<file path="config.mk">
export PLATFORM = sky130hd
export DESIGN_NAME = mvs_sequencer
export DESIGN_NICKNAME = d
export VERILOG_FILES = /design/src/hw/mvs_pkg.sv /design/src/hw/mvs_sequencer.sv
export VERILOG_INCLUDE_DIRS = /design/src /design/src/hw
export SDC_FILE = /design/constraint.sdc
export NUM_CORES = 1
export LEC_CHECK = 0
export BUFFER_PORTS_ARGS = -buffer_cell sky130_fd_sc_hd__buf_2
export CAP_MARGIN = 20
export CORE_ASPECT_RATIO = 0.9
export CORE_MARGIN = 2
export CORE_UTILIZATION = 55
export CTS_CLUSTER_DIAMETER = 120
export DETAILED_ROUTE_END_ITERATION = 10
export GPL_TIMING_DRIVEN = 0
export PLACE_DENSITY = 0.79
export SLEW_MARGIN = 30
export SYNTH_ARGS = -nofsm -noshare
export SYNTH_HDL_FRONTEND = slang
export SYNTH_SLANG_ARGS = --single-unit
</file>
<file path="constraint.sdc">
create_clock -name clk -period 17.93 [get_ports clk]
set_input_delay 5.379 -clock clk [delete_from_list [all_inputs] [get_ports clk]]
set_output_delay 5.379 -clock clk [all_outputs]
set_load 0.005 [all_outputs]
</file>
<file path="src/hw/mvs_consts.svh">
`ifndef MVS_CONSTS_SVH
`define MVS_CONSTS_SVH
`define MVS_CODE_W      5
`define MVS_CODE_OFF    5'h1F
`define MVS_TOP_MV      12'h60E
`define MVS_STEP_MV     12'h019
`define MVS_SS_LAST     11'h7FF
`define MVS_SS_SPAN     19'h00800
`define MVS_SS_SHIFT    11
`define MVS_RAMP_NUM    26'h0000007
`define MVS_RAMP_DEN    26'h0000005
`define MVS_OFS_UA      19'h000A0
`define MVS_REG_CTRL    5'h00
`define MVS_REG_STATUS  5'h04
`define MVS_REG_LEVELS  5'h08
`define MVS_REG_SSCNT   5'h0C
`define MVS_REG_IRQ     5'h10
`define MVS_REG_MASK    5'h14
`define MVS_IRQ_W       4
`endif

</file>
<file path="src/hw/mvs_pkg.sv">
package mvs_pkg;
	typedef enum logic [2:0] {
		mvs_st_off,
		mvs_st_shutdown,
		mvs_st_softstart,
		mvs_st_run,
		mvs_st_ov
	} mvs_state_type;
endpackage

</file>
<file path="src/hw/mvs_sequencer.sv">
// Design decisions made here: the Avalon-MM interface to the registers and the address map.
`timescale 1ns/100ps
`include "mvs_consts.svh"

// Contract
// - Overvoltage above 2.1V drives every phase output low at once.
// - In overvoltage, release phases to high-Z at target; drive low on recurrence.
// - After overvoltage, switching stays off until the supply power-cycles.
// - Supply below power-on threshold keeps every phase output high-Z.
// - After power-on stay shut down until enable is above 1.23V.
// - Code 11111 enters shutdown; any other code starts up.
// - Supply good, enable high, code not 11111: start soft-start immediately; the code also holds shutdown while CTRL bit 0 is set.
// - Soft-start lasts 2048 phase-clock pulses on an 11-bit counter.
// - Ramp rises 0 to 140% of reference; offset current falls 160uA to 0.
// - During soft-start the target is the lower of reference and ramp.
// - Code inputs are checked only at each phase-1 cycle start; the code acts on 11111 at any clock and tracks pins each clock when inactive.
// - A code stable one more cycle moves reference 25mV every two cycles.
// - Codes decode to 25mV levels, 00000 highest, 11111 off.
module mvs_sequencer #(
	parameter int NUM_PHASES = 4                       // Phase outputs
) (
	input  wire logic                   clk,                       // 200 MHz clock
	input  wire logic                   resetn,                    // Async reset, low
	input  wire logic [4:0]             avs_address,               // Byte address
	input  wire logic                   avs_read,                  // Read request
	input  wire logic                   avs_write,                 // Write request
	input  wire logic [31:0]            avs_writedata,             // Write data
	input  wire logic [3:0]             avs_byteenable,            // Byte lanes
	output logic      [31:0]            avs_readdata,              // Read data
	output logic                        avs_waitrequest,           // Stall
	output logic                        irq,                       // Level interrupt
	input  wire logic                   por_ok_pin,                // Supply above POR
	input  wire logic                   enable_above_pin,          // Enable comparator
	input  wire logic                   ov_detect_pin,             // Output above 2.1V
	input  wire logic                   out_at_target_pin,         // Output at coded level
	input  wire logic                   phase_clk_pin,             // Phase clock
	input  wire logic                   phase1_start_pin,          // Phase-1 cycle start
	input  wire logic [4:0]             voltage_code_pin,          // Voltage code
	input  wire logic [NUM_PHASES-1:0]  pwm_cmd,                   // Modulator pulses
	output logic      [NUM_PHASES-1:0]  phase_out,                 // Phase level
	output logic      [NUM_PHASES-1:0]  phase_oe,                  // Phase drive enable
	output logic      [11:0]            coded_reference_level,     // Reference, mV
	output logic      [11:0]            soft_start_ramp,           // Ramp, mV
	output logic      [7:0]             soft_start_offset_current, // Offset, uA
	output logic      [11:0]            regulation_target,         // Effective target, mV
	output logic                        soft_start_active          // In soft-start
);
	localparam int SYNC_W = 6 + `MVS_CODE_W;

	logic [SYNC_W-1:0]      sync1_reg;
	logic [SYNC_W-1:0]      sync2_reg;
	logic [1:0]             edge_reg;
	mvs_pkg::mvs_state_type state_reg;
	mvs_pkg::mvs_state_type state_next;
	logic [10:0]            ss_cnt_reg;
	logic [10:0]            ss_cnt_next;
	logic [4:0]             ref_code_reg;
	logic [4:0]             target_reg;
	logic [4:0]             seen_reg;
	logic                   pending_reg;
	logic                   step_half_reg;
	logic                   ov_drive_reg;
	logic                   ctrl_reg;
	logic [3:0]             mask_reg;
	logic [3:0]             irq_stat_reg;
	logic [3:0]             irq_stat_next;
	logic                   ack_reg;
	logic [31:0]            readdata_reg;
	logic [31:0]            rd_mux;

	// Every pin is asynchronous to clk
	wire [SYNC_W-1:0] pins_raw = {voltage_code_pin, phase1_start_pin, phase_clk_pin,
		out_at_target_pin, ov_detect_pin, enable_above_pin, por_ok_pin};

	always_ff @(posedge clk or negedge resetn) begin
		if (!resetn) begin
			sync1_reg <= '0;
			sync2_reg <= '0;
			edge_reg <= '0;
		end else begin
			sync1_reg <= pins_raw;
			sync2_reg <= sync1_reg;
			edge_reg <= sync2_reg[5:4];
		end
	end

	wire       por_ok      = sync2_reg[0];
	wire       en_ok       = sync2_reg[1];
	wire       ov_seen     = sync2_reg[2];
	wire       at_target   = sync2_reg[3];
	wire       phase_tick  = sync2_reg[4] & ~edge_reg[0];
	wire       cycle_start = sync2_reg[5] & ~edge_reg[1];
	wire [4:0] code_in     = sync2_reg[10:6];

	wire code_live = code_in != `MVS_CODE_OFF;
	wire go        = por_ok & en_ok & code_live & ~ctrl_reg;
	wire ss_now    = state_reg == mvs_pkg::mvs_st_softstart;
	wire active    = ss_now || state_reg == mvs_pkg::mvs_st_run;
	wire ss_end    = phase_tick && ss_cnt_reg == `MVS_SS_LAST;

	always_comb begin
		state_next = state_reg;
		case (state_reg)
			mvs_pkg::mvs_st_off: begin
				if (por_ok)
					state_next = mvs_pkg::mvs_st_shutdown;
			end
			mvs_pkg::mvs_st_shutdown: begin
				if (go)
					state_next = mvs_pkg::mvs_st_softstart;
			end
			mvs_pkg::mvs_st_softstart: begin
				if (!go)
					state_next = mvs_pkg::mvs_st_shutdown;
				else if (ss_end)
					state_next = mvs_pkg::mvs_st_run;
			end
			mvs_pkg::mvs_st_run: begin
				if (!go)
					state_next = mvs_pkg::mvs_st_shutdown;
			end
			default: begin
				state_next = mvs_pkg::mvs_st_ov;
			end
		endcase
		if (por_ok && ov_seen)
			state_next = mvs_pkg::mvs_st_ov;
		if (!por_ok)
			state_next = mvs_pkg::mvs_st_off;
	end

	// Entry and each recurrence drive low; reaching target releases
	wire in_ov_next    = state_next == mvs_pkg::mvs_st_ov;
	wire ov_drive_next = in_ov_next & (ov_seen | (state_reg != mvs_pkg::mvs_st_ov)
		| (ov_drive_reg & ~at_target));
	wire sw_next       = state_next == mvs_pkg::mvs_st_softstart
		|| state_next == mvs_pkg::mvs_st_run;

	// Counter is zero outside soft-start; a pulse on the entry cycle is not counted
	assign ss_cnt_next = (state_next != mvs_pkg::mvs_st_softstart || !ss_now) ? 11'h000
		: ss_cnt_reg + {10'h000, phase_tick};

	always_ff @(posedge clk or negedge resetn) begin
		if (!resetn) begin
			state_reg <= mvs_pkg::mvs_st_off;
			ss_cnt_reg <= '0;
			ov_drive_reg <= 1'b0;
		end else begin
			state_reg <= state_next;
			ss_cnt_reg <= ss_cnt_next;
			ov_drive_reg <= ov_drive_next;
		end
	end

	genvar i;
	generate
		for (i = 0; i < NUM_PHASES; i++) begin : g_phase
			always_ff @(posedge clk or negedge resetn) begin
				if (!resetn) begin
					phase_out[i] <= 1'b0;
					phase_oe[i] <= 1'b0;
				end else begin
					phase_out[i] <= sw_next & pwm_cmd[i];
					phase_oe[i] <= sw_next | ov_drive_next;
				end
			end
		end
	endgenerate

	// While active, code tracking runs on phase-1 cycle starts only; otherwise it follows the code pins every clock
	wire       code_changed = cycle_start & (code_in != seen_reg);
	wire       accept       = cycle_start & ~code_changed & pending_reg & code_live;
	wire       ref_moving   = ref_code_reg != target_reg;
	wire       step_due     = cycle_start & ref_moving & step_half_reg;
	wire [4:0] ref_step     = (target_reg < ref_code_reg) ? ref_code_reg - 5'h01
		: ref_code_reg + 5'h01;

	always_ff @(posedge clk or negedge resetn) begin
		if (!resetn) begin
			ref_code_reg <= `MVS_CODE_OFF;
			target_reg <= `MVS_CODE_OFF;
			seen_reg <= `MVS_CODE_OFF;
			pending_reg <= 1'b0;
			step_half_reg <= 1'b0;
		end else if (!active) begin
			ref_code_reg <= code_in;
			target_reg <= code_in;
			seen_reg <= code_in;
			pending_reg <= 1'b0;
			step_half_reg <= 1'b0;
		end else if (cycle_start) begin
			seen_reg <= code_in;
			pending_reg <= code_changed;
			step_half_reg <= ref_moving & ~step_half_reg;
			if (accept)
				target_reg <= code_in;
			if (step_due)
				ref_code_reg <= ref_step;
		end
	end

	function automatic logic [11:0] mvs_level(input logic [4:0] c);
		mvs_level = (c == `MVS_CODE_OFF) ? 12'h000
			: `MVS_TOP_MV - `MVS_STEP_MV * {7'h00, c};
	endfunction

	// Ramp reaches 7/5 of the reference as the counter wraps
	wire [11:0] coded_lvl  = mvs_level(ref_code_reg);
	wire [25:0] ramp_prod  = {14'h0000, coded_lvl} * {15'h0000, ss_cnt_reg} * `MVS_RAMP_NUM;
	wire [25:0] ramp_wide  = (ramp_prod >> `MVS_SS_SHIFT) / `MVS_RAMP_DEN;
	wire [11:0] ramp_lvl   = ramp_wide[11:0];
	wire [18:0] ofs_prod   = `MVS_OFS_UA * (`MVS_SS_SPAN - {8'h00, ss_cnt_reg});
	wire [18:0] ofs_wide   = ofs_prod >> `MVS_SS_SHIFT;
	wire [11:0] ss_lvl     = (ramp_lvl < coded_lvl) ? ramp_lvl : coded_lvl;
	wire [11:0] target_lvl = ss_now ? ss_lvl : (active ? coded_lvl : 12'h000);

	always_ff @(posedge clk or negedge resetn) begin
		if (!resetn) begin
			coded_reference_level <= '0;
			soft_start_ramp <= '0;
			soft_start_offset_current <= '0;
			regulation_target <= '0;
			soft_start_active <= 1'b0;
		end else begin
			coded_reference_level <= active ? coded_lvl : 12'h000;
			soft_start_ramp <= ss_now ? ramp_lvl : 12'h000;
			soft_start_offset_current <= ss_now ? ofs_wide[7:0] : 8'h00;
			regulation_target <= target_lvl;
			soft_start_active <= ss_now;
		end
	end

	// One wait cycle per access; read data is captured in the wait cycle
	wire req     = avs_read | avs_write;
	wire first   = req & ~ack_reg;
	wire wr_fire = avs_write & ack_reg;
	wire rd_irq  = avs_read & ack_reg & (avs_address == `MVS_REG_IRQ);
	wire wr_ctrl = wr_fire & avs_byteenable[0] & (avs_address == `MVS_REG_CTRL);
	wire wr_mask = wr_fire & avs_byteenable[0] & (avs_address == `MVS_REG_MASK);

	assign avs_waitrequest = first;
	assign avs_readdata = readdata_reg;

	always_comb begin
		if (avs_address == `MVS_REG_CTRL)
			rd_mux = {31'h00000000, ctrl_reg};
		else if (avs_address == `MVS_REG_STATUS)
			rd_mux = {13'h0000, code_in, target_reg, ref_code_reg, ov_drive_reg, state_reg};
		else if (avs_address == `MVS_REG_LEVELS)
			rd_mux = {4'h0, coded_lvl, 4'h0, target_lvl};
		else if (avs_address == `MVS_REG_SSCNT)
			rd_mux = {21'h000000, ss_cnt_reg};
		else if (avs_address == `MVS_REG_IRQ)
			rd_mux = {28'h0000000, irq_stat_reg};
		else if (avs_address == `MVS_REG_MASK)
			rd_mux = {28'h0000000, mask_reg};
		else
			rd_mux = 32'h00000000;
	end

	wire ev_ov   = in_ov_next & (state_reg != mvs_pkg::mvs_st_ov);
	wire ev_ss   = ss_now & (state_next == mvs_pkg::mvs_st_run);
	wire ev_shut = active & (state_next == mvs_pkg::mvs_st_shutdown);
	wire [`MVS_IRQ_W-1:0] events = {ev_shut, accept, ev_ss, ev_ov};

	// Only bits seen by the read are cleared, so a new event survives
	assign irq_stat_next = (irq_stat_reg & ~(rd_irq ? readdata_reg[3:0] : 4'h0)) | events;
	assign irq = |(irq_stat_reg & mask_reg);

	always_ff @(posedge clk or negedge resetn) begin
		if (!resetn) begin
			ack_reg <= 1'b0;
			readdata_reg <= '0;
			ctrl_reg <= 1'b0;
			mask_reg <= '0;
			irq_stat_reg <= '0;
		end else begin
			ack_reg <= first;
			irq_stat_reg <= irq_stat_next;
			if (first && avs_read)
				readdata_reg <= rd_mux;
			if (wr_ctrl)
				ctrl_reg <= avs_writedata[0];
			if (wr_mask)
				mask_reg <= avs_writedata[3:0];
		end
	end

	a_ov_forces_low: assert property (@(posedge clk) disable iff (!resetn)
		(por_ok && ov_seen) |=> (&phase_oe) && !(|phase_out))
		else $error("phases not driven low on overvoltage");

	a_ov_release: assert property (@(posedge clk) disable iff (!resetn)
		(state_reg == mvs_pkg::mvs_st_ov && por_ok && !ov_seen && at_target)
		|=> (phase_oe == '0) && ov_drive_reg == 1'b0)
		else $error("phases not released at target");

	a_ov_latched: assert property (@(posedge clk) disable iff (!resetn)
		(state_reg == mvs_pkg::mvs_st_ov && por_ok) |=> state_reg == mvs_pkg::mvs_st_ov)
		else $error("overvoltage latch left without power cycle");

	a_por_hiz: assert property (@(posedge clk) disable iff (!resetn)
		!por_ok |=> (phase_oe == '0) && state_reg == mvs_pkg::mvs_st_off)
		else $error("phases driven below power-on threshold");

	a_enable_gate: assert property (@(posedge clk) disable iff (!resetn)
		(state_reg == mvs_pkg::mvs_st_shutdown && !en_ok)
		|=> state_reg != mvs_pkg::mvs_st_softstart)
		else $error("started with enable low");

	a_off_code: assert property (@(posedge clk) disable iff (!resetn)
		(active && !code_live) |=> !active)
		else $error("off code did not shut down");

	a_start_now: assert property (@(posedge clk) disable iff (!resetn)
		(state_reg == mvs_pkg::mvs_st_shutdown && go && !ov_seen)
		|=> state_reg == mvs_pkg::mvs_st_softstart ##0 ss_cnt_reg == 11'h000)
		else $error("soft-start not started at once");

	a_ss_count: assert property (@(posedge clk) disable iff (!resetn)
		(ss_now && state_next == mvs_pkg::mvs_st_softstart)
		|=> ss_cnt_reg == $past(ss_cnt_reg) + {10'h000, $past(phase_tick)})
		else $error("soft-start count not one per phase pulse");

	a_ss_finish: assert property (@(posedge clk) disable iff (!resetn)
		(ss_now && go && !ov_seen && ss_end) |=> state_reg == mvs_pkg::mvs_st_run)
		else $error("soft-start did not end after 2048 pulses");

	a_target_min: assert property (@(posedge clk) disable iff (!resetn)
		ss_now |-> target_lvl <= coded_lvl && target_lvl <= ramp_lvl)
		else $error("soft-start target not the lower value");

	a_ref_cadence: assert property (@(posedge clk) disable iff (!resetn)
		($past(active) && active && ref_code_reg != $past(ref_code_reg))
		|-> $past(cycle_start) && $past(step_half_reg)
		&& (ref_code_reg - $past(ref_code_reg) == 5'h01
		|| $past(ref_code_reg) - ref_code_reg == 5'h01))
		else $error("reference moved off cadence or by more than one step");

	a_shutdown_clear: assert property (@(posedge clk) disable iff (!resetn)
		state_reg == mvs_pkg::mvs_st_shutdown |-> ss_cnt_reg == 11'h000 && phase_oe == '0)
		else $error("shutdown left count or drive active");
endmodule

</file>
==> summary.md, run 1 <==
| Metric | Value |
|---|---|
| CTS tree | `built` |
| Sequential element share of the synthesized area | `0.234` |
| Die Y | `162 um` |
| DR vias/cell | `6.20` |
| CTS root buf | `clkbuf_16` |
| Slew Limit Headroom | `0.324` |
| TritonCTS buffer count | `17` |
| Synth-to-Final Area Change | `15.5%` |
| Class of the most critical setup path | `reg2reg` |
| Setup TNS | `0 ns` |
| Final wirelength | `44,200 um` |
| Non-filler cells, final | `2,295` |
| Arrival time worst endpoint | `17.81 ns` |
| Longest Clk Path Bufs | `2` |
| Rows | `57` |
| RR Startpoint | `ref_code_reg[0]` |
| Area post-placement | `0.0164 sq mm` |
| Finished layout cell area | `0.0176 sq mm` |
| DRC viols | `0` |
| Chip width | `180 um` |
| Compound-cell area share of the yosys netlist | `0.176` |
| Simple-gate share of the synthesized area | `0.187` |
| Pwr per Cell Area | `52.0 mW/mm^2` |
| Routed len/inst | `19.3 um` |
| Max VDD drop | `0.0770 mV` |
| Pre-CTS WS | `-1.54 ns` |
| FF-to-FF path depth | `72` |
| CP required | `18.24 ns` |
| Die ar. | `0.0291 sq mm` |
| Period utilization | `0.976` |
| Core area | `0.0272 sq mm` |
| Status | `completed` |
| Hold path start | `sync1_reg[4]` |
| Share of layout cells above drive strength 1 | `0.166` |
| Placed Cells incl. Taps | `2,241` |
| Htree depth | `4` |
| CP Max Fanout | `9` |
| Max frequency | `57.1 MHz` |
| Post-synthesis xor/xnor area fraction | `0.0505` |
| Synth Warn # | `0` |
| Clock slew at reported path FFs | `0.06 ns` |
| Commonest register cell after synthesis | `dfrtp_1` |
| Sink Count | `142` |
| Count of cell types in the netlist | `95` |
| Most frequent cells in the layout | `inv_1 (201), nand2_1 (167), ha_1 (149)` |
| Io pins | `147` |
| Slew Limit Fails | `0` |
| Largest family of logic cells by synthesized area | `adder cells` |
| Post-DP HPWL | `33,600 um` |
| All-Layer GR Usage | `0.294` |
| EDFF count, synth | `0` |
| DRC violation total after the first TritonRoute iteration | `1,792` |
| Yosys reg bits | `142` |
| Antenna violations before repair | `2` |
| Post-synthesis mux area share | `0.0191` |
| Largest register FFs | `27` |
| Largest net degree at the start of global routing | `91` |
| RR Endpoint | `avs_readdata[2]` |
| PnR worst setup slack | `0.429 ns` |
| Adder-Cell Fraction of Synth Area | `0.256` |
| Syn avg cell area | `8.62 sq um` |
| Final hold vios | `0` |
| Grt ovf | `0` |
| Initial Utilization | `0.562` |
| Post-DRT Antenna Nets | `0` |
| First-pass GRT wire length | `69,100 um` |
| TritonRoute pass-1 iters | `6` |
| Slowest cell on crit path | `dfstp_2` |
| Async SR Flop Fraction | `1.00` |
| Hold WC Path Type | `reg2reg` |
| Worst Hold End | `sync2_reg[4]` |
| GP Congestion | `0.946` |
| Leak Pwr | `9.13 nW` |
| Hold_buf cts | `0` |
| Top cell by count, worst path | `inv_1` |
| Max-Cap Viols | `0` |
| R2r setup slk | `0.43 ns` |
| Cell Area, Synth | `0.0153 sq mm` |
| Vias | `14,226` |
| Clk_lat worst skew | `0.43 ns` |
| Cell depth of the worst min-delay path | `0` |
| Vias in the first global route | `13,172` |
| Worst Tran Pin Value | `1.01 ns` |
| Slowest Stage Delay on Critical Path | `0.59 ns` |
| I/O Buffers | `107` |
| Post-layout min period | `17.50 ns` |
| Fin Clk Skew | `0.00745 ns` |
| Most common cell after layout, fill and taps aside | `inv_1` |
| Fin nets | `2,241` |
| Min Hold Slack | `0.348 ns` |
| Startpoint Class | `flop` |
| Mapped Cells | `1,772` |
| Final setup violation count | `0` |
| CP endpoint kind | `flop` |
==> through the flow <==
stage | power (mW) | utilization
final | 0.918 | 0.649
after floorplan | 0.437 | -
after global placement | 0.496 | 0.599
after global routing | 0.944 | 0.649
after detailed placement | 0.500 | 0.602
after CTS | 0.889 | 0.633
==> where the power goes <==
group | internal, mW | leakage (nW) | switching, mW
registers | 0.332 | 1.83 | 0.0116
logic | 0.0646 | 6.99 | 0.123
clock network | 0.249 | 0.310 | 0.137
==> per-layer routing <==
metal  part of all wire  up-vias  GRT usage
met5                  0        -          0
met4              0.023        0     0.0776
met3              0.099       96     0.0545
met2               0.44      743      0.433
met1               0.44     6941      0.444
li1                   -     6446          -
==> cells in the mapped netlist, drive strengths merged (5+ instances only) <==
master | instances | area [sq um]
and2 | 42 | 263
mux2i | 10 | 100
nand4 | 24 | 163
xnor2 | 52 | 474
a22oi | 8 | 65.1
nand2 | 169 | 634
o2111ai | 8 | 70.1
o21ai | 76 | 388
xor2 | 34 | 298
a21oi | 102 | 514
and3 | 52 | 325
inv | 206 | 773
buf | 30 | 190
a21o | 30 | 225
mux2 | 17 | 191
or3 | 12 | 75.1
nor3 | 35 | 175
nor2 | 146 | 548
a22o | 10 | 87.6
nor2b | 13 | 81.3
nor3b | 5 | 37.5
a211oi | 18 | 140
fa | 100 | 2000
o21bai | 5 | 37.5
dfstp | 15 | 394
clkbuf | 55 | 206
or2 | 8 | 50.1
nand3 | 41 | 205
a21boi | 5 | 37.5
o211ai | 15 | 118
ha | 153 | 1910
nand2b | 13 | 81.3
a211o | 5 | 43.8
a2111oi | 9 | 116
dfrtp | 127 | 3180
o2111a | 5 | 56.3
a31oi | 8 | 50.1
o31ai | 9 | 72.6
a221oi | 11 | 103
nor4 | 14 | 103
o21a | 8 | 60.1
o311ai | 5 | 43.8
==> what timing repair did <==
item,4_1_cts,5_1_grt
endpoints found under the setup margin,23,22
resized for setup,35,69
buffers inserted,10,16
gates cloned,0,1
pin swaps,6,15
==> critical path: cells and delay by family, from the launching register on <==
family | cells | cell delay (ns)
buffers and inverters | 15 | 1.67
DFF | 1 | 0.59
adders and majority gates | 14 | 5.57
AOI/OAI and AO/OA | 19 | 5.24
and+or+nand+nor | 21 | 3.72
xor gates and xnor gates | 3 | 0.57
==> worst max path at each step <==
stage / endpoint / slack (ns) / start / cells after the start
global route: avs_readdata[5] / -0.19 / ref_code_reg[0] / 70
global placement: regulation_target[7] / -1.48 / ref_code_reg[0] / 71
CTS: regulation_target[4] / 0.02 / ref_code_reg[0] / 70
floorplan: avs_readdata[7] / 1.58 / ref_code_reg[0] / 72
detailed placement: avs_readdata[7] / -1.54 / ref_code_reg[0] / 71
finish: avs_readdata[2] / 0.43 / ref_code_reg[0] / 72
==> cell type report <==
cell class,instances,area [sq um]
flip-flops and latches,142,3570
clock buffers,20,447
fillers,2208,9530
inverters,206,777
diodes,1,2.50
well taps,354,443
plain buffers,80,388
repair buffers,136,781
clock inverters,11,190
multi-input cells,1345,11000
==> kinds of logic (layout without fill, tap and decap cells) <==
| kind of cell | Yosys count | after routing |
|---|---|---|
| AOI/OAI and AO/OA | 384 | 384 |
| xor gates and xnor gates | 86 | 86 |
| adders and majority gates | 253 | 253 |
| buffers and inverters | 291 | 453 |
| DFF | 142 | 142 |
| muxes | 27 | 27 |
| other | 1 | 8 |
| and+or+nand+nor | 588 | 588 |
Power figures use the tool's default switching activity.
==> run 2, diff against run 1 <==
Settings changed: ABC_AREA set to 1.
==> run 2 against run 1 <==
  * Clock skew grew 0.0089 ns
  * Non-clock buffer count decreased by 43
  * Via count fell by 8.7%
  * First-iteration DRC count down 36%
  * Critical path type unchanged
  * Highest routed layer unchanged
==> summary.md, run 2 <==
| Metric | Value |
|---|---|
| Min Hold Slack | `0.341 ns (was 0.348 ns)` |
| Cell Area, Synth | `0.0146 sq mm (was 0.0153 sq mm)` |
| Most common cell after layout, fill and taps aside | `nand2_1 (was inv_1)` |
| Sink Count | `142 (unchanged)` |
| All-Layer GR Usage | `0.281 (was 0.294)` |
| TritonRoute pass-1 iters | `7 (was 6)` |
| Ant diodes | `0 (was 1)` |
| Rows | `56 (was 57)` |
| Overall power | `0.905 mW (was 0.918 mW)` |
| Io pins | `147 (unchanged)` |
| Longest Clk Path Bufs | `2 (unchanged)` |
| Post-DRT Antenna Nets | `0 (unchanged)` |
| Most frequent cells in the layout | `nand2_1 (353), inv_1 (331), nor2_1 (188) (was inv_1 (201), nand2_1 (167), ha_1 (149))` |
| Max frequency | `59.9 MHz (was 57.1 MHz)` |
| Clk_lat worst skew | `0.45 ns (was 0.43 ns)` |
| CP top delay family | `simple AND/OR/NAND/NOR gates (was adder cells)` |
| Fin Clk Skew | `0.0163 ns (was 0.00745 ns)` |
| Final hold vios | `0 (unchanged)` |
| Commonest register cell after synthesis | `dfrtp_1 (unchanged)` |
| Largest net degree at the start of global routing | `85 (was 91)` |
| Slew Limit Fails | `0 (unchanged)` |
| Slowest Stage Delay on Critical Path | `0.62 ns (was 0.59 ns)` |
| Post-layout min period | `16.69 ns (was 17.50 ns)` |
| Top cell by count, worst path | `nand2_1 (was inv_1)` |
| Grt ovf | `0 (unchanged)` |
| CP endpoint kind | `flop (unchanged)` |
| Die ar. | `0.0279 sq mm (was 0.0291 sq mm)` |
| Antenna violations before repair | `0 (was 2)` |
| Slew Limit Headroom | `0.434 (was 0.324)` |
| RR Startpoint | `ref_code_reg[1] (was ref_code_reg[0])` |
| DRC viols | `0 (unchanged)` |
| CP Buf/Inv Count | `18 (was 15)` |
| Async SR Flop Fraction | `1.00 (unchanged)` |
| I/O Buffers | `109 (was 107)` |
| Post-DP HPWL | `30,200 um (was 33,600 um)` |
| DR vias/cell | `5.45 (was 6.20)` |
| Area contributors post-synth | `dfrtp_1 (22%), fa_1 (14%), ha_1 (13%) (was dfrtp_1 (21%), fa_1 (13%), ha_1 (13%))` |
| First-pass GRT wire length | `62,600 um (was 69,100 um)` |
| Chip width | `176 um (was 180 um)` |
| Non-filler cells, final | `2,383 (was 2,295)` |
| Top post-synthesis cells by count | `nand2_1 (355), inv_1 (332), nor2_1 (190) (was inv_1 (202), nand2_1 (169), ha_1 (153))` |
| Hold WC Path Type | `reg2reg (unchanged)` |
| EDFF count, synth | `0 (unchanged)` |
| Mapped Cells | `1,874 (was 1,772)` |
| Core area | `0.0261 sq mm (was 0.0272 sq mm)` |
| Placed Cells incl. Taps | `2,338 (was 2,241)` |
| Yosys reg bits | `142 (unchanged)` |
| Slowest cell on crit path | `dfstp_2 (unchanged)` |
| CP required | `18.27 ns (was 18.24 ns)` |
| CTS root buf | `clkbuf_16 (unchanged)` |
| Htree depth | `4 (unchanged)` |
| Synth-to-Final Area Change | `12.7% (was 15.5%)` |
| Worst Tran Pin Value | `0.849 ns (was 1.01 ns)` |
| Pwr per Cell Area | `54.9 mW/mm^2 (was 52.0 mW/mm^2)` |
| Vias in the first global route | `12,756 (was 13,172)` |
| Fin nets | `2,335 (was 2,241)` |
| Final core occ | `0.632 (was 0.649)` |
| Synth top area share | `0.217 (was 0.208)` |
| Period utilization | `0.931 (was 0.976)` |
| Pre-CTS WS | `0.771 ns (was -1.54 ns)` |
| Final wirelength | `38,400 um (was 44,200 um)` |
| Max-Cap Viols | `0 (unchanged)` |
| Hold_buf cts | `0 (unchanged)` |
| Final setup violation count | `0 (unchanged)` |
| Max VDD drop | `0.0742 mV (was 0.0770 mV)` |
| Startpoint Class | `flop (unchanged)` |
| PnR worst setup slack | `1.24 ns (was 0.429 ns)` |
| Sequential element share of the synthesized area | `0.244 (was 0.234)` |
| DRC violation total after the first TritonRoute iteration | `1,147 (was 1,792)` |
| Synth Warn # | `0 (unchanged)` |
| Biggest area consumer among synthesized cells | `dfrtp_1 (unchanged)` |
| Class of the most critical setup path | `reg2reg (unchanged)` |
| Count leader, synth | `nand2_1 (was inv_1)` |
| Clock slew at reported path FFs | `0.08 ns (was 0.06 ns)` |
| Routed len/inst | `16.1 um (was 19.3 um)` |
| Hold path start | `sync1_reg[9] (was sync1_reg[4])` |
| CTS tree | `built (unchanged)` |
| Largest register FFs | `27 (unchanged)` |
| Vias | `12,987 (was 14,226)` |
| TritonCTS buffer count | `17 (unchanged)` |
| Share of layout cells above drive strength 1 | `0.168 (was 0.166)` |
| Leak Pwr | `9.68 nW (was 9.13 nW)` |
| Die Y | `159 um (was 162 um)` |
| Count of cell types in the netlist | `64 (was 95)` |
| CP Max Fanout | `10 (was 9)` |
| Worst setup path startpoint | `ref_code_reg[1] (was ref_code_reg[0])` |
| Initial Utilization | `0.561 (was 0.562)` |
| Status | `completed (unchanged)` |
| GP Congestion | `0.956 (was 0.946)` |
| Arrival time worst endpoint | `17.02 ns (was 17.81 ns)` |
| Syn avg cell area | `7.80 sq um (was 8.62 sq um)` |
==> run 2: final timing paths <==
kind	end	slack, ns	cells past startpoint
worst min register to register	sync2_reg[9]	0.34	0
worst max register to register	avs_readdata[7]	1.24	114
min in group asynchronous	sync2_reg[6]	4.84	1
max in group asynchronous	irq_stat_reg[3]	12.32	2
worst max-delay path	avs_readdata[7]	1.24	114
worst min-delay path	sync2_reg[9]	0.34	0
==> run 2: kinds of logic (layout without fill, tap and decap cells) <==
family                     count (synthesis)  in the layout  share of synthesized area
xor gates and xnor gates                  51             51                     0.0318
DFF                                      142            142                      0.244
buffers and inverters                    407            562                      0.112
AOI/OAI and AO/OA                        227            227                     0.0929
other                                      1              7                   0.000257
and+or+nand+nor                          790            790                      0.248
adders and majority gates                253            253                      0.268
muxes                                      3              3                    0.00231
==> run 2: worst register-to-register path, delay by kind of cell, from the launching register on <==
kind	cells	cell delay, ns
AO/OA/AOI/OAI	11	1.92
XOR/XNOR	1	0.19
adder cells (fa/ha/maj)	13	5.32
buffers and inverters	18	1.42
flip-flops	1	0.62
AND/OR/NAND/NOR	71	7.16
==> run 2: metrics by stage <==
step,cell area (sq um),TNS (ns)
final,16500,0
after CTS,16300,0
after global placement,15600,0
after global routing,16500,-0.833
after detailed placement,15700,0
after floorplan,14600,0
==> run 2: per-layer routing <==
metal	up-vias	GRT usage	routed length, um
met5	-	0	0
met4	0	0.115	1370
met3	108	0.0516	2900
met2	549	0.470	18200
met1	6143	0.364	15900
li1	6187	-	-
==> run 2: cell type report <==
| class | count | area [sq um] |
|---|---|---|
| clock buffer | 17 | 425 |
| multi-input combinational | 1331 | 9520 |
| inverter | 357 | 1350 |
| tap | 348 | 435 |
| sequential | 142 | 3570 |
| buffer | 50 | 310 |
| timing repair buffer | 123 | 681 |
| fill | 2213 | 9590 |
| clock inverter | 15 | 184 |
==> run 2: report_power, final <==
group / internal, mW / switching (mW)
clock: 0.190 / 0.174
sequential: 0.332 / 0.00846
combinational: 0.0600 / 0.141
==> run 2: what timing repair did <==
action / 4_1_cts / 5_1_grt
gates resized for setup: 0 / 38
endpoints found under the setup margin: 0 / 22
setup buffers: 0 / 13
==> run 3, diff against run 2 <==
Settings changed: CORE_MARGIN 2 to 3, SLEW_MARGIN 30 to not set.
==> run 3 against run 2 <==
  * Die area increased by 2.4%
  * Cell area decreased by 0.46%
  * Setup slack improved by 0.066 ns
  * Core utilization increased by 0.68 points
  * Maximum frequency increased by 0.40%
  * Sequential share of layout area increased by 0.099 points
  * Routed wire length increased by 0.22%
  * Total power decreased by 1.7%
  * Via count decreased by 0.81%
==> summary.md, run 3 (synthesis gave the netlist of run 2 again) <==
| Metric | Value |
|---|---|
| Share of layout cells above drive strength 1 | `0.164 (was 0.168)` |
| Antenna violations before repair | `0 (unchanged)` |
| TritonCTS buffer count | `17 (unchanged)` |
| Io pins | `147 (unchanged)` |
| First-pass GRT wire length | `62,900 um (was 62,600 um)` |
| Slowest Stage Delay on Critical Path | `0.62 ns (about the same)` |
| Most frequent cells in the layout | `nand2_1 (354), inv_1 (332), nor2_1 (189) (was nand2_1 (353), inv_1 (331), nor2_1 (188))` |
| Clock slew at reported path FFs | `0.06 ns (was 0.08 ns)` |
| Hold WC Path Type | `reg2reg (unchanged)` |
| Max VDD drop | `0.0720 mV (was 0.0742 mV)` |
| Sink Count | `142 (unchanged)` |
| CTS root buf | `clkbuf_16 (unchanged)` |
| Setup TNS | `0 ns (unchanged)` |
| DRC violation total after the first TritonRoute iteration | `1,037 (was 1,147)` |
| Startpoint Class | `flop (unchanged)` |
| Slew Limit Headroom | `0.426 (was 0.434)` |
| Largest net degree at the start of global routing | `99 (was 85)` |
| Pwr per Cell Area | `54.2 mW/mm^2 (was 54.9 mW/mm^2)` |
| Max-Cap Viols | `0 (unchanged)` |
| Ant diodes | `0 (unchanged)` |
| Die Y | `161 um (was 159 um)` |
| Max frequency | `60.2 MHz (was 59.9 MHz)` |
| Final setup violation count | `0 (unchanged)` |
| Grt ovf | `0 (unchanged)` |
| Status | `completed (unchanged)` |
| Chip width | `178 um (was 176 um)` |
| CP Max Fanout | `10 (unchanged)` |
| CP endpoint kind | `flop (unchanged)` |
| Clk_lat worst skew | `0.44 ns (was 0.45 ns)` |
| DR vias/cell | `5.43 (was 5.45)` |
| All-Layer GR Usage | `0.275 (was 0.281)` |
| Final hold vios | `0 (unchanged)` |
| CTS tree | `built (unchanged)` |
| Post-layout min period | `16.62 ns (was 16.69 ns)` |
| Core area | `0.0257 sq mm (was 0.0261 sq mm)` |
| Period utilization | `0.927 (was 0.931)` |
| Vias | `12,882 (was 12,987)` |
| Die ar. | `0.0286 sq mm (was 0.0279 sq mm)` |
| Final core occ | `0.639 (was 0.632)` |
| Post-DRT Antenna Nets | `0 (unchanged)` |
| Worst Tran Pin Value | `0.861 ns (was 0.849 ns)` |
| Routed len/inst | `16.2 um (was 16.1 um)` |
| Initial Utilization | `0.570 (was 0.561)` |
| Synth-to-Final Area Change | `12.2% (was 12.7%)` |
| Final wirelength | `38,500 um (was 38,400 um)` |
| Most common cell after layout, fill and taps aside | `nand2_1 (unchanged)` |
| Class of the most critical setup path | `reg2reg (unchanged)` |
| Vias in the first global route | `12,644 (was 12,756)` |
| GP Congestion | `0.958 (was 0.956)` |
| Slew Limit Fails | `0 (unchanged)` |
| Rows | `55 (was 56)` |
| I/O Buffers | `109 (unchanged)` |
| DRC viols | `0 (unchanged)` |
| Fin nets | `2,329 (was 2,335)` |
| Slowest cell on crit path | `fa_2 (was dfstp_2)` |
| Fin Clk Skew | `0.0140 ns (was 0.0163 ns)` |
| CP required | `18.25 ns (was 18.27 ns)` |
| CP Buf/Inv Count | `17 (was 18)` |
| Top cell by count, worst path | `nand2_2 (was nand2_1)` |
| Min Hold Slack | `0.348 ns (was 0.341 ns)` |
| Post-DP HPWL | `30,400 um (was 30,200 um)` |
| CP top delay family | `simple AND/OR/NAND/NOR gates (unchanged)` |
| TritonRoute pass-1 iters | `7 (unchanged)` |
| Longest Clk Path Bufs | `2 (unchanged)` |
| PnR worst setup slack | `1.31 ns (was 1.24 ns)` |
| Fillers | `2,180 (was 2,213)` |
| Arrival time worst endpoint | `16.94 ns (was 17.02 ns)` |
| Largest register FFs | `27 (unchanged)` |
| Leak Pwr | `9.63 nW (was 9.68 nW)` |
| Pre-CTS WS | `0.743 ns (was 0.771 ns)` |
| Htree depth | `4 (unchanged)` |
==> run 3: cell count changes in the layout (fill, tap and decap cells not counted), sizes merged <==
cell / previous run / this run
clkbuf: 49 / 51
buf: 140 / 133
bufinv: 0 / 2
clkinv: 14 / 11
clkinvlp: 0 / 3
inv: 358 / 355
==> run 3: power breakdown <==
part	switching (mW)	internal (mW)
Sequential	0.00858	0.332
Combinational	0.141	0.0536
Clock	0.147	0.207
Total	0.297	0.593
==> run 3: final cells by class <==
class,instances,area [sq um],share of cell area
Multi-Input combinational cell,1331,9530,0.581
Clock inverter,14,154,0.00939
Inverter,357,1350,0.0820
Buffer,50,313,0.0191
Tap cell,342,428,0.0261
Timing Repair Buffer,117,632,0.0385
Clock buffer,18,429,0.0262
Sequential cell,142,3570,0.218
==> run 3: worst reg2reg max path, delay by kind of cell, from the launching register on <==
kind / cells / cell delay [ns]
AOI/OAI and AO/OA: 9 / 1.31
xor gates and xnor gates: 1 / 0.20
adders and majority gates: 13 / 5.34
buffers and inverters: 17 / 1.37
DFF: 1 / 0.61
and+or+nand+nor: 75 / 7.66
==> run 3: path summary, 6_finish.rpt <==
| path | from | to | slack, ns | depth (start not counted) |
|---|---|---|---|---|
| setup reg to reg | ref_code_reg[0] | avs_readdata[6] | 1.31 | 115 |
| max in group asynchronous | resetn | soft_start_ramp[1] | 12.25 | 2 |
| min in group asynchronous | resetn | avs_readdata[15] | 4.85 | 1 |
| hold / removal | sync1_reg[10] | sync2_reg[10] | 0.35 | 0 |
| hold reg to reg | sync1_reg[10] | sync2_reg[10] | 0.35 | 0 |
| setup / recovery | ref_code_reg[0] | avs_readdata[6] | 1.31 | 115 |
==> run 3: metrics by stage <==
stage | cells | cell area [sq um] | power (mW)
final | 2371 | 16400 | 0.890
after global routing | 2371 | 16400 | 0.922
after CTS | 2364 | 16200 | 0.874
after detailed placement | 2332 | 15600 | 0.522
after global placement | 2331 | 15600 | 0.515
after floorplan | 1880 | 14600 | 0.447
==> run 3: routing by layer <==
metal | share of wire | GRT usage | routed length, um | vias to the layer above
met1 | 0.42 | 0.367 | 16300 | 6190
li1 | - | - | - | 6174
met5 | 0 | 0 | 0 | -
met3 | 0.074 | 0.0534 | 2860 | 64
met4 | 0.026 | 0.0749 | 983 | 0
met2 | 0.48 | 0.457 | 18300 | 454
==> run 3: timing repair <==
action                     4_1_cts  5_1_grt
setup endpoints to repair        0       22
gates resized for setup          0       38
setup buffers                    0        7
hold buffers                     0        0
